<file path="src/hw/mbr_pkg.sv">
package mbr_pkg;

    // Receive path geometry
    localparam int          MBR_PIPE_DEPTH  = 6;
    localparam logic [15:0] MBR_LEN_HI_IDX  = 16'h000C;
    localparam logic [15:0] MBR_LEN_LO_IDX  = 16'h000D;
    localparam logic [15:0] MBR_MIN_PAYLOAD = 16'h002E;
    localparam logic [15:0] MBR_TYPE_MIN    = 16'h0600;
    localparam logic [15:0] MBR_IDX_MAX     = 16'hFFFF;
    localparam logic [7:0]  MBR_BROADCAST_REJECT_BYTE  = 8'hFF;

    // Transmit attempt limit
    localparam logic [4:0]  MBR_MAX_ATTEMPTS = 5'h10;
    localparam logic [4:0]  MBR_ONE_ATTEMPT  = 5'h01;

    typedef struct packed {
        logic       valid;
        logic       sof;
        logic       eof;
        logic       wake;
        logic [7:0] data;
    } mbr_beat_t;

    typedef mbr_beat_t mbr_taps_t [MBR_PIPE_DEPTH];

    typedef enum logic [1:0] {
        MBR_TX_IDLE    = 2'h0,
        MBR_TX_ATTEMPT = 2'h1,
        MBR_TX_WAIT    = 2'h3,
        MBR_TX_REPORT  = 2'h2
    } mbr_tx_state_t;

endpackage

</file>
<file path="src/hw/mbr_beat_if.sv">
`timescale 1ns/1ps
interface mbr_beat_if;
    import mbr_pkg::*;

    mbr_beat_t in_beat;
    mbr_taps_t tap;

    modport producer (output in_beat, input tap);
    modport store    (input in_beat, output tap);
endinterface

</file>
<file path="src/hw/mbr_ctrl.sv">
// Notes on behaviour
// With broadcast_reject set, every received frame addressed to all stations is discarded.
// With broadcast_reject clear, every received broadcast frame is forwarded.
// With wake_frame_enable set, a broadcast wake frame raises wake-up whatever broadcast_reject is.
// With single_attempt set, each frame gets exactly one attempt and no retransmission.
// In single-attempt mode a collision abandons the frame and the next frame may start.
// A frame abandoned that way reports a retry error in its transmit status.
// With single_attempt clear, a colliding frame gets up to 16 attempts before a retry error.
// With pad_strip_enable set, pad bytes go from frames whose length field is below 46.
// Whenever pad is stripped, the trailing 4-byte frame check sequence goes too.
// With pad_strip_enable set, frames with a length of 46 or more pass whole, check kept.
// With pad_strip_enable clear, every frame passes whole, pad and check included.
// Software never sets pad_strip_enable and rx_checksum_offload_enable together.
// A length/type value of 0x0600 or more is a type and is never pad stripped.
`timescale 1ns/1ps
module mbr_ctrl
    import mbr_pkg::*;
(
    // Clock and reset
    input  wire logic       sys_clk,
    input  wire logic       reset,
    // Configuration bits
    input  wire logic       broadcast_reject,
    input  wire logic       single_attempt,
    input  wire logic       pad_strip_enable,
    input  wire logic       wake_frame_enable,
    input  wire logic       rx_checksum_offload_enable,
    // Receive byte stream from the MAC, contiguous within a frame
    input  wire logic       rx_valid,
    input  wire logic [7:0] rx_data,
    input  wire logic       rx_sof,
    input  wire logic       rx_eof,
    input  wire logic       rx_wake_match,
    // Receive byte stream to the application
    output logic            out_valid_q,
    output logic [7:0]      out_data_q,
    output logic            out_sof_q,
    output logic            out_eof_q,
    output logic            wake_event_q,
    // Transmit attempt control
    input  wire logic       tx_frame_ready,
    input  wire logic       tx_collision,
    input  wire logic       tx_complete,
    output logic            tx_go_q,
    output logic            tx_status_valid_q,
    output logic            tx_retry_error_q,
    output logic [4:0]      tx_attempts_q
);

    ////////////////////////////////////////////////////////////////////////
    // Six-byte lookahead so the destination is known at the first byte

    mbr_beat_if beat_bus ();

    mbr_pipe u_pipe (
        .sys_clk (sys_clk),
        .reset   (reset),
        .bus     (beat_bus.store)
    );

    always_comb begin
        beat_bus.in_beat.valid = rx_valid;
        beat_bus.in_beat.sof   = rx_valid & rx_sof;
        beat_bus.in_beat.eof   = rx_valid & rx_eof;
        beat_bus.in_beat.wake  = rx_wake_match;
        beat_bus.in_beat.data  = rx_data;
    end

    // Runts shorter than the address never count as broadcast
    function automatic logic is_broadcast(input mbr_taps_t t);
        logic ok;
        ok = t[MBR_PIPE_DEPTH-1].sof;
        for (int k = 0; k < MBR_PIPE_DEPTH; k++) begin
            ok = ok & t[k].valid & (t[k].data == MBR_BROADCAST_REJECT_BYTE);
            if (k > 0) begin
                ok = ok & ~t[k].eof;
            end
        end
        return ok;
    endfunction

    mbr_beat_t   head;
    logic        head_broadcast_reject;
    logic        frame_broadcast_reject;
    logic        frame_drop;
    logic [15:0] cur_idx;
    logic [15:0] len_now;
    logic        eligible_now;
    logic        strip_now;
    logic [15:0] keep_lim;
    logic        drop_pad;
    logic        last_kept;

    logic        broadcast_reject_q;
    logic        drop_q;
    logic [15:0] idx_q;
    logic [7:0]  len_hi_q;
    logic        eligible_q;
    logic [15:0] keep_lim_q;

    ////////////////////////////////////////////////////////////////////////
    // Receive decisions at the output stage

    always_comb begin
        head       = beat_bus.tap[MBR_PIPE_DEPTH-1];
        head_broadcast_reject = is_broadcast(beat_bus.tap);
        cur_idx    = head.sof ? 16'h0000 : idx_q;
        frame_broadcast_reject = head.sof ? head_broadcast_reject : broadcast_reject_q;
        frame_drop  = head.sof ? (broadcast_reject & head_broadcast_reject) : drop_q;
        len_now    = {len_hi_q, head.data};
        eligible_now = pad_strip_enable & (len_now < MBR_TYPE_MIN)
                     & (len_now < MBR_MIN_PAYLOAD);
        strip_now  = (cur_idx == MBR_LEN_LO_IDX) ? eligible_now : eligible_q;
        keep_lim   = (cur_idx == MBR_LEN_LO_IDX) ? 16'(MBR_LEN_LO_IDX + len_now) : keep_lim_q;
        // Everything past the payload is pad then check sequence
        drop_pad   = strip_now & (cur_idx > keep_lim);
        last_kept  = strip_now & (cur_idx == keep_lim);
    end

    always_ff @(posedge sys_clk) begin
        if (reset) begin
            broadcast_reject_q <= 1'b0;
            drop_q  <= 1'b0;
        end else if (head.valid && head.sof) begin
            broadcast_reject_q <= head_broadcast_reject;
            drop_q  <= broadcast_reject & head_broadcast_reject;
        end
    end

    always_ff @(posedge sys_clk) begin
        if (reset) begin
            idx_q <= 16'h0000;
        end else if (head.valid) begin
            idx_q <= (cur_idx == MBR_IDX_MAX) ? cur_idx : 16'(cur_idx + 16'h0001);
        end
    end

    always_ff @(posedge sys_clk) begin
        if (reset) begin
            len_hi_q   <= 8'h00;
            eligible_q <= 1'b0;
            keep_lim_q <= 16'h0000;
        end else if (head.valid) begin
            if (head.sof) begin
                eligible_q <= 1'b0;
            end
            if (cur_idx == MBR_LEN_HI_IDX) begin
                len_hi_q <= head.data;
            end
            if (cur_idx == MBR_LEN_LO_IDX) begin
                eligible_q <= eligible_now;
                keep_lim_q <= keep_lim;
            end
        end
    end

    always_ff @(posedge sys_clk) begin
        if (reset) begin
            out_valid_q <= 1'b0;
            out_data_q  <= 8'h00;
            out_sof_q   <= 1'b0;
            out_eof_q   <= 1'b0;
        end else begin
            out_valid_q <= head.valid & ~frame_drop & ~drop_pad;
            out_data_q  <= head.data;
            out_sof_q   <= head.valid & head.sof & ~frame_drop;
            out_eof_q   <= head.valid & ~frame_drop & ~drop_pad & (head.eof | last_kept);
        end
    end

    // Wake filter verdict rides with the last byte
    always_ff @(posedge sys_clk) begin
        if (reset) begin
            wake_event_q <= 1'b0;
        end else begin
            wake_event_q <= head.valid & head.eof & head.wake
                          & wake_frame_enable & frame_broadcast_reject;
        end
    end

    ////////////////////////////////////////////////////////////////////////
    // Transmit attempt sequencer

    mbr_tx_state_t state_q;
    mbr_tx_state_t state_d;
    logic          mode_single_q;
    logic          give_up;

    // Mode is frozen per frame so a mid-frame write cannot skew the count
    always_comb begin
        give_up = mode_single_q | (tx_attempts_q == MBR_MAX_ATTEMPTS);
        state_d = state_q;
        unique case (state_q)
            MBR_TX_IDLE: begin
                if (tx_frame_ready) begin
                    state_d = MBR_TX_ATTEMPT;
                end
            end
            MBR_TX_ATTEMPT: begin
                state_d = MBR_TX_WAIT;
            end
            MBR_TX_WAIT: begin
                if (tx_collision) begin
                    state_d = give_up ? MBR_TX_REPORT : MBR_TX_ATTEMPT;
                end else if (tx_complete) begin
                    state_d = MBR_TX_REPORT;
                end
            end
            MBR_TX_REPORT: begin
                state_d = MBR_TX_IDLE;
            end
        endcase
    end

    always_ff @(posedge sys_clk) begin
        if (reset) begin
            state_q <= MBR_TX_IDLE;
        end else begin
            state_q <= state_d;
        end
    end

    always_ff @(posedge sys_clk) begin
        if (reset) begin
            mode_single_q <= 1'b0;
            tx_attempts_q <= 5'h00;
        end else if (state_q == MBR_TX_IDLE && tx_frame_ready) begin
            mode_single_q <= single_attempt;
            tx_attempts_q <= 5'h00;
        end else if (state_q == MBR_TX_ATTEMPT) begin
            tx_attempts_q <= 5'(tx_attempts_q + 5'h01);
        end
    end

    always_ff @(posedge sys_clk) begin
        if (reset) begin
            tx_go_q           <= 1'b0;
            tx_status_valid_q <= 1'b0;
            tx_retry_error_q  <= 1'b0;
        end else begin
            tx_go_q           <= (state_q == MBR_TX_ATTEMPT);
            tx_status_valid_q <= (state_q == MBR_TX_REPORT);
            if (state_q == MBR_TX_WAIT && state_d == MBR_TX_REPORT) begin
                tx_retry_error_q <= tx_collision;
            end
        end
    end
endmodule

</file>
<file path="src/hw/mbr_pipe.sv">
`timescale 1ns/1ps
module mbr_pipe
    import mbr_pkg::*;
(
    // Clock and reset
    input wire logic sys_clk,
    input wire logic reset,
    // Byte store
    mbr_beat_if.store bus
);

    ////////////////////////////////////////////////////////////////////////
    // Delay line, one stage per cycle; tap[0] is the newest beat
    always_ff @(posedge sys_clk) begin
        if (reset) begin
            bus.tap[0] <= '0;
        end else begin
            bus.tap[0] <= bus.in_beat;
        end
    end

    for (genvar k = 1; k < MBR_PIPE_DEPTH; k++) begin : g_stage
        always_ff @(posedge sys_clk) begin
            if (reset) begin
                bus.tap[k] <= '0;
            end else begin
                bus.tap[k] <= bus.tap[k-1];
            end
        end
    end

endmodule

</file>
<file path="config.mk">
export PLATFORM = sky130hd
export DESIGN_NAME = mbr_ctrl
export DESIGN_NICKNAME = d
export VERILOG_FILES = /design/src/hw/mbr_pkg.sv /design/src/hw/mbr_beat_if.sv /design/src/hw/mbr_ctrl.sv /design/src/hw/mbr_pipe.sv
export SDC_FILE = /design/constraint.sdc
export NUM_CORES = 1
export LEC_CHECK = 0
export ABC_AREA = 1
export BUFFER_PORTS_ARGS = -buffer_cell sky130_fd_sc_hd__buf_2
export CORE_UTILIZATION = 40
export CTS_CLUSTER_DIAMETER = 60
export DETAILED_ROUTE_END_ITERATION = 6
export SLEW_MARGIN = 20
export SYNTH_ARGS = -nofsm -noshare
export SYNTH_HDL_FRONTEND = slang
export SYNTH_HIERARCHICAL = 1
export SYNTH_SLANG_ARGS = --single-unit
</file>
<file path="constraint.sdc">
create_clock -name sys_clk -period 2.6 [get_ports sys_clk]
set_input_delay 0.78 -clock sys_clk [delete_from_list [all_inputs] [get_ports sys_clk]]
set_output_delay 0.78 -clock sys_clk [all_outputs]
set_load 0.02 [all_outputs]
</file>
==> results of run 1 <==
registers in the layout (all words and copies together) (netlist names), 2 cells and up:
register,count
tx_attempts_q,5
idx_q,16
keep_lim_q,16
len_hi_q,8
out_data_q,8
u_pipe/bus.tap,72
state_q,2
cell families after synthesis:
| group | after synthesis |
|---|---|
| simple gates | 382 |
| buf+inv | 181 |
| xor+xnor | 19 |
| flops | 138 |
| fa+ha+maj | 22 |
| mux | 3 |
| compound gates | 110 |
path summary, 6_finish.rpt:
check	endpoint	cells after the start
worst min-delay path	u_pipe/bus.tap[56]	2
worst min register to register	u_pipe/bus.tap[56]	2
worst max-delay path	out_eof_q	16
worst max register to register	out_eof_q	16
power by group:
part	switching, uW	internal, uW	leakage, uW
Sequential	19.8	2150	0.00112
Clock	916	1480	0.000286
Combinational	83.0	45.7	0.00193
placed cells by master, fill, tap and decap left out, drive strengths merged:
master | netlist | routed
a22oi | 2 | 2
nor3b | 1 | 1
ha | 22 | 22
buf | 15 | 91
o211ai | 1 | 1
o21ai | 55 | 55
nor2 | 163 | 163
o2111ai | 1 | 1
clkinvlp | 0 | 2
or3 | 1 | 1
nor4 | 1 | 1
xnor2 | 3 | 3
nand2 | 145 | 145
nand3 | 39 | 39
nor3 | 15 | 15
clkbuf | 10 | 22
bufinv | 0 | 2
dfxtp | 138 | 138
a31oi | 2 | 2
and3 | 2 | 2
nand3b | 2 | 2
xor2 | 16 | 16
inv | 156 | 158
nand4 | 13 | 13
a21oi | 49 | 49
mux2i | 3 | 3
clkinv | 0 | 4
synthesized netlist by cell type (2+ instances only):
cell type / instances / share of area
nor2_2: 3 / 0.0031
xor2_1: 16 / 0.023
nand3b_1: 2 / 0.0024
nand2_1: 144 / 0.088
clkbuf_1: 10 / 0.0061
buf_6: 10 / 0.018
buf_2: 4 / 0.0033
a22oi_1: 2 / 0.0024
a31oi_1: 2 / 0.0020
nand4_1: 13 / 0.013
a21oi_1: 49 / 0.040
dfxtp_1: 138 / 0.45
nand3_1: 39 / 0.032
o21ai_0: 54 / 0.044
nor3_2: 2 / 0.0033
nor3_1: 13 / 0.011
mux2i_1: 3 / 0.0049
inv_1: 155 / 0.095
xnor2_1: 3 / 0.0043
nor2_1: 159 / 0.097
ha_1: 22 / 0.045
and3_1: 2 / 0.0020
worst max-delay path, delay by kind of cell, from the launching register on:
family          cells  cell delay, ns
fa+ha+maj           1            0.32
simple gates        9            1.17
buf+inv             4            0.39
flops               1            0.38
compound gates      1            0.06
mux                 1            0.14
routing by layer:
metal,track usage,vias to the layer above,share of wire
met3,0.0523,21,0.039
met2,0.303,98,0.48
li1,-,2813,-
met4,0.0687,0,0.018
met5,0,-,0
met1,0.220,2391,0.46
metrics by stage:
step	utilization	setup TNS, ns	area (um2)
2_1_floorplan	-	0	6150
3_3_place_gp	0.460	-0.00240	6790
3_5_place_dp	0.460	-0.0617	6790
4_1_cts	0.502	0	7410
5_1_grt	0.520	-0.103	7670
6_report	0.520	0	7670
repair_timing:
action,CTS,global route
buffers inserted,1,4
setup endpoints to repair,2,2
hold endpoints to repair,0,0
cloned,0,1
resized for setup,9,69
pin swaps,6,33
layout make-up:
type | count | area, um2 | share of cell area
multi-input combinational | 536 | 2820 | 0.368
sequential | 138 | 2780 | 0.362
timing repair buffer | 92 | 661 | 0.0861
inverter | 156 | 593 | 0.0773
clock buffer | 21 | 470 | 0.0613
tap | 184 | 230 | 0.0300
clock inverter | 10 | 116 | 0.0152
==> impl_results.md, run 1 <==
- Status: finished clean
- Rel. slew slack: 0.705
- Max FO, Critical Path: 10
- Hold-fix buffers, CTS: 0
- Power density over the cells: 612 nW/um2
- Worst EP arrival: 2.88 ns
- Reg2Reg Launch Point: u_pipe/bus.tap[10]
- CTS Buf Count: 17
- CTS Root Cell: clkbuf_16
- Worst Setup SP: u_pipe/bus.tap[10]
- Filler cells: 1453
- Crit Path Class: register to register
- Gp weighted congestion: 0.865
- Routed Antenna Nets: 0
- Max Clock Skew: 0.00650 ns
- YS warnings: 6
- Vias: 5323
- RSZ-0062 raised after global routing: yes
- Flop-to-flop setup slack: 0.09 ns
- WL final: 13.6 mm
- Initial Utilization: 0.416
- Detailed-route DRC error count: 0
- Dpl hpwl: 9.63 mm
- Place WS: -0.0617 ns
- #FFs+latches synth: 138
- DR pass1 iterations: 5
- Max-cap viol count: 0
- Sequential share of the synthesized area: 0.450
- Ant. Diodes: 0
- Antenna violations before repair: 0
- CORE AREA: 14800 um2
- Global-route wire length before repair: 22.5 mm
- Final Slew Violations: 0
- Fin nets: 985
- Vias in the first global route: 4910
- Largest family of logic cells by synthesized area: simple AND/OR/NAND/NOR gates
- Worst hold slack: 0.402 ns
- Grt total ovfl: 0
- Final Hold Fails: 0
- Worst slew pin tran: 0.439 ns
- Synthesized instance count: 855
- Maximum VDD drop: 0.464 mV
- Port Buffers: 40
- Row cnt: 44
- Die Wd: 126 um
- Clk Latency, worst-skew pair: 0.43 ns
- I/O pin cnt: 42
- Post-synthesis mux area share: 0.00489
- Largest net degree at the start of global routing: 84
- Dpl cells: 1100
- Area grow syn2layout: 24.9%
- Final worst path period need: 2.51 ns
- Average instance area after synthesis: 7.18 um2
- Synth Area in Simple Gates: 0.258
- HP Class: register to register
- Synth cell types: 32
- Vias/cell: 4.68
- Synth Area in XOR/XNOR: 0.0271
- Final setup fails: 0
- Pwr Total: 4690 uW
- CP Launch Type: register
- Synthesized-area fraction occupied by adder cells: 0.0448
- Fin crit share: 0.966
- Tot GR Track Use: 0.181
- Mapped cell area: 6140 um2
- Drt wl/cell: 11.9 um
- Die area: 15900 um2
- Slowest CP cell: dfxtp_4
- Leak: 0.00334 uW
- Die height: 126 um
- CP max stage delay: 0.38 ns
- DRT iter0 DRCs: 301
- Post-synth ARST share: 0
- Clock transition at path regs: 0.06 ns
- Compound-Gate Fraction of Synth Area: 0.0919
- Critical path capture point type: register
- Clock Tree Buf Depth: 2
- CTS tree: done
- Cell Count, Final, Fillers Out: 1137
- Number of enable flip-flop cells after synthesis: 0
- Fmax: 0.398 GHz
- Mapped Nets: 899
- Hold Startpoint: u_pipe/bus.tap[68]
- Clock Sinks: 138
- Layout cells sized above 1: 0.190
- Critical path required time: 2.96 ns
- Setup WS post-layout: 0.0875 ns
- CTS H-tree lvls: 4
- Critical Path, Cell by Cell: inv_6 > buf_12 > o21ai_2 > nand3_2 > nor2_4 > nand2_4 > buf_12 > mux2i_2 > ha_1 > nand4_1 > nor2_4 > and3_4 > nand3_2 > nand2_2 > inv_1 > nor2_2
- Dominant synthesized flop cell: dfxtp_1
No activity file was read; power rests on OpenSTA's default activity.
==> run 2: changes to the inputs <==
- ABC_AREA: 1 -> 0
- SLEW_MARGIN: 20 -> not set
- TNS_END_PERCENT: not set -> 10
==> run 2 against run 1 <==
  * The run now ends with negative setup slack left
  * Die area fell by 7.0%
  * Wire length fell by 16%
  * Global-route usage fell by 1.4 points
  * Final cell count fell by 22%
  * Flip-flop and latch count did not move
  * Non-clock buffer count rose by 10
  * Critical path type unchanged
  * Critical endpoint unchanged
  * Largest cell class unchanged
  * Highest routed layer unchanged
==> impl_results.md, run 2 <==
- Pwr Total: 4510 uW (-4.0%)
- CTS Root Cell: clkbuf_16
- Global-route met1 utilization: 0.208 (-0.0119)
- Setup_tns: -0.380 ns (-0.380 ns)
- Fmax: 0.357 GHz (-10%)
- CTS H-tree lvls: 4 (unchanged)
- CP Launch Type: register
- Clock Tree Buf Depth: 2 (unchanged)
- Rel. slew slack: 0.539 (-0.166)
- Most flops, register: u_pipe/bus.tap
- Final setup fails: 2 (+2)
- Fin nets: 737 (-25%)
- Leading area contributor after synthesis: dfxtp_1
- YS warnings: 6 (unchanged)
- Worst hold slack: 0.431 ns (+0.0289 ns)
- DR pass1 iterations: 5 (unchanged)
- Clk Latency, worst-skew pair: 0.41 ns (-0.02 ns)
- Fin crit share: 1.08 (+0.110)
- Hold Startpoint: u_pipe/bus.tap[70]
- Max-cap viol count: 0 (unchanged)
- Area grow syn2layout: 24.3%
- Largest net degree at the start of global routing: 51 (-39%)
- Number of flip-flops in the largest register: 72 (unchanged)
- Crit Path Class: register to register
- Failing checks: negative setup slack
- Leak: 0.00284 uW (-15%)
- Final worst path period need: 2.80 ns (+0.286 ns)
- WL final: 11.3 mm (-16%)
- Clock transition at path regs: 0.06 ns (about the same)
- Top cell type's share of synthesized area: 0.484 (+0.0343)
- Sequential share of the synthesized area: 0.484 (+0.0343)
- Tot GR Track Use: 0.167 (-0.0142)
- Vias in the first global route: 4053 (-17%)
- Post-synth top cells: 138 x dfxtp_1, 98 x nor2b_1, 56 x nor2_1, 52 x nand2_1, 24 x nand4_1
- Largest cells by area after synthesis: dfxtp_1 48%, nor2b_1 11%, ha_1 4.8%
- Ant. Diodes: 0 (unchanged)
- Port Buffers: 40 (unchanged)
- Most frequent cell after synthesis: dfxtp_1
- Grt total ovfl: 0 (unchanged)
- I/O pin cnt: 42 (unchanged)
- Final instance area: 7090 um2 (-7.5%)
- Layout cells sized above 1: 0.231 (+0.0413)
- RSZ-0062 raised after global routing: yes
- Worst Setup SP: idx_q[9]
- Gp weighted congestion: 0.871 (+0.68%)
- GR peak layer: met2
- Dominant synthesized flop cell: dfxtp_1
- Vias: 4282 (-20%)
- CTS Buf Count: 17 (unchanged)
- M2 GR Usage: 0.268 (-0.0345)
- Top flop regs: u_pipe/bus.tap: 72 flops, idx_q: 16 flops, keep_lim_q: 16 flops
- Global-route wire length before repair: 18.9 mm (-16%)
- Max FO, Critical Path: 12 (+2)
- Worst EP arrival: 3.14 ns (+0.26 ns)
- Dpl hpwl: 8.03 mm (-17%)
- Row cnt: 43 (-2.3%)
- Max Clock Skew: 0.00889 ns (+0.00239 ns)
- HP Class: register to register
- Setup WS post-layout: -0.199 ns (-0.286 ns)
- Average instance area after synthesis: 9.51 um2 (+32%)
- Initial Utilization: 0.411 (-0.00518)
- Power density over the cells: 635 nW/um2 (+3.8%)
- Critical path required time: 2.94 ns (-0.02 ns)
- Detailed-route DRC error count: 0 (unchanged)
- Routed Antenna Nets: 0 (unchanged)
- Met3 GRT Util: 0.0442 (-0.00808)
- Post-synth ARST share: 0 (unchanged)
- #FFs+latches synth: 138 (unchanged)
- Reg2Reg Launch Point: idx_q[9]
- Post-DP Area: 6380 um2 (-6.0%)
- Vias/cell: 4.84 (+3.3%)
- Most frequent cells in the layout: 129 x dfxtp_1, 98 x nor2b_1, 59 x buf_4, 55 x nor2_1, 52 x nand2_1
- Synthesized instance count: 600 (-30%)
- Mapped cell area: 5710 um2 (-7.1%)
- DRT iter0 DRCs: 255 (-15%)
- Die Wd: 121 um (-3.6%)
- Drt wl/cell: 12.8 um (+7.4%)
- Die height: 121 um (-3.6%)
- CORE AREA: 13900 um2 (-5.9%)
- Final Slew Violations: 0 (unchanged)
- Status: finished with violations
- Mapped Nets: 644 (-28%)
- Final Hold Fails: 0 (unchanged)
- Antenna violations before repair: 0 (unchanged)
- Most common cell after layout, fill and taps aside: dfxtp_1
- Maximum VDD drop: 0.534 mV (+15%)
- Clock Sinks: 138 (unchanged)
- Worst slew pin tran: 0.690 ns (+0.251 ns)
- Number of enable flip-flop cells after synthesis: 0 (unchanged)
- CTS tree: done
- Die area: 14700 um2 (-7.0%)
- Hold-fix buffers, CTS: 0 (unchanged)
- Synth cell types: 44 (+38%)
- Critical path capture point type: register
-- run 2: final timing paths --
kind | endpoint | slack (ns) | depth (start not counted)
max | out_eof_q | -0.20 | 12
min | u_pipe/bus.tap[58] | 0.43 | 1
max reg2reg | out_eof_q | -0.20 | 12
min reg2reg | u_pipe/bus.tap[58] | 0.43 | 1
-- run 2: power breakdown --
group	switching (uW)	internal [uW]	leakage (uW)
combinational	65.3	51.9	0.00145
clock	865	1360	0.000265
sequential	16.9	2150	0.00112
-- run 2: timing repair --
action                                  4_1_cts  5_1_grt
buffers inserted                              6        1
pin swaps                                    11        5
resized for setup                            18        6
endpoints found under the hold margin         0        0
cloned                                        0        1
endpoints found under the setup margin        2        2
-- run 2: layer usage --
layer	wire length, um	part of all wire
met3	456	0.040
met5	0	0
met4	143	0.013
met1	5290	0.47
met2	5450	0.48
-- run 2: final cells by class --
class                      count  area, um2
multi-input combinational    427       2790
inverter                       7       26.3
fill                        1281       6790
tap                          180        225
timing repair buffer         102        723
clock buffer                  21        460
clock inverter                10       93.8
sequential                   138       2780
-- run 2: kinds of logic (layout without fill, tap and decap cells) --
family	after synthesis	after routing	share of synthesized area
fa+ha+maj	22	22	0.0482
buf+inv	35	140	0.0408
flops	138	138	0.484
mux	17	17	0.0298
simple gates	296	296	0.283
compound gates	61	61	0.0664
xor+xnor	31	31	0.0476
-- run 2: critical path, cell delays in order (launching register included) --
cell and delay (ns):
dfxtp_1 0.31, nor4_1 0.28, nand4_1 0.23, nor2_4 0.21, buf_12 0.15, mux2i_2 0.21, ha_1 0.26, nor2b_1 0.13
o211ai_1 0.26, a21oi_4 0.10, nor4_4 0.36, nand2_1 0.10, a21oi_1 0.13
-- run 2: stage by stage --
stage               utilization  worst slack, ns  cells
floorplan                     -          -0.0663    600
global placement          0.460           -0.228    846
global route              0.511           -0.350    885
detailed placement        0.460           -0.297    846
finish                    0.511           -0.199    885
CTS                       0.507           -0.145    883
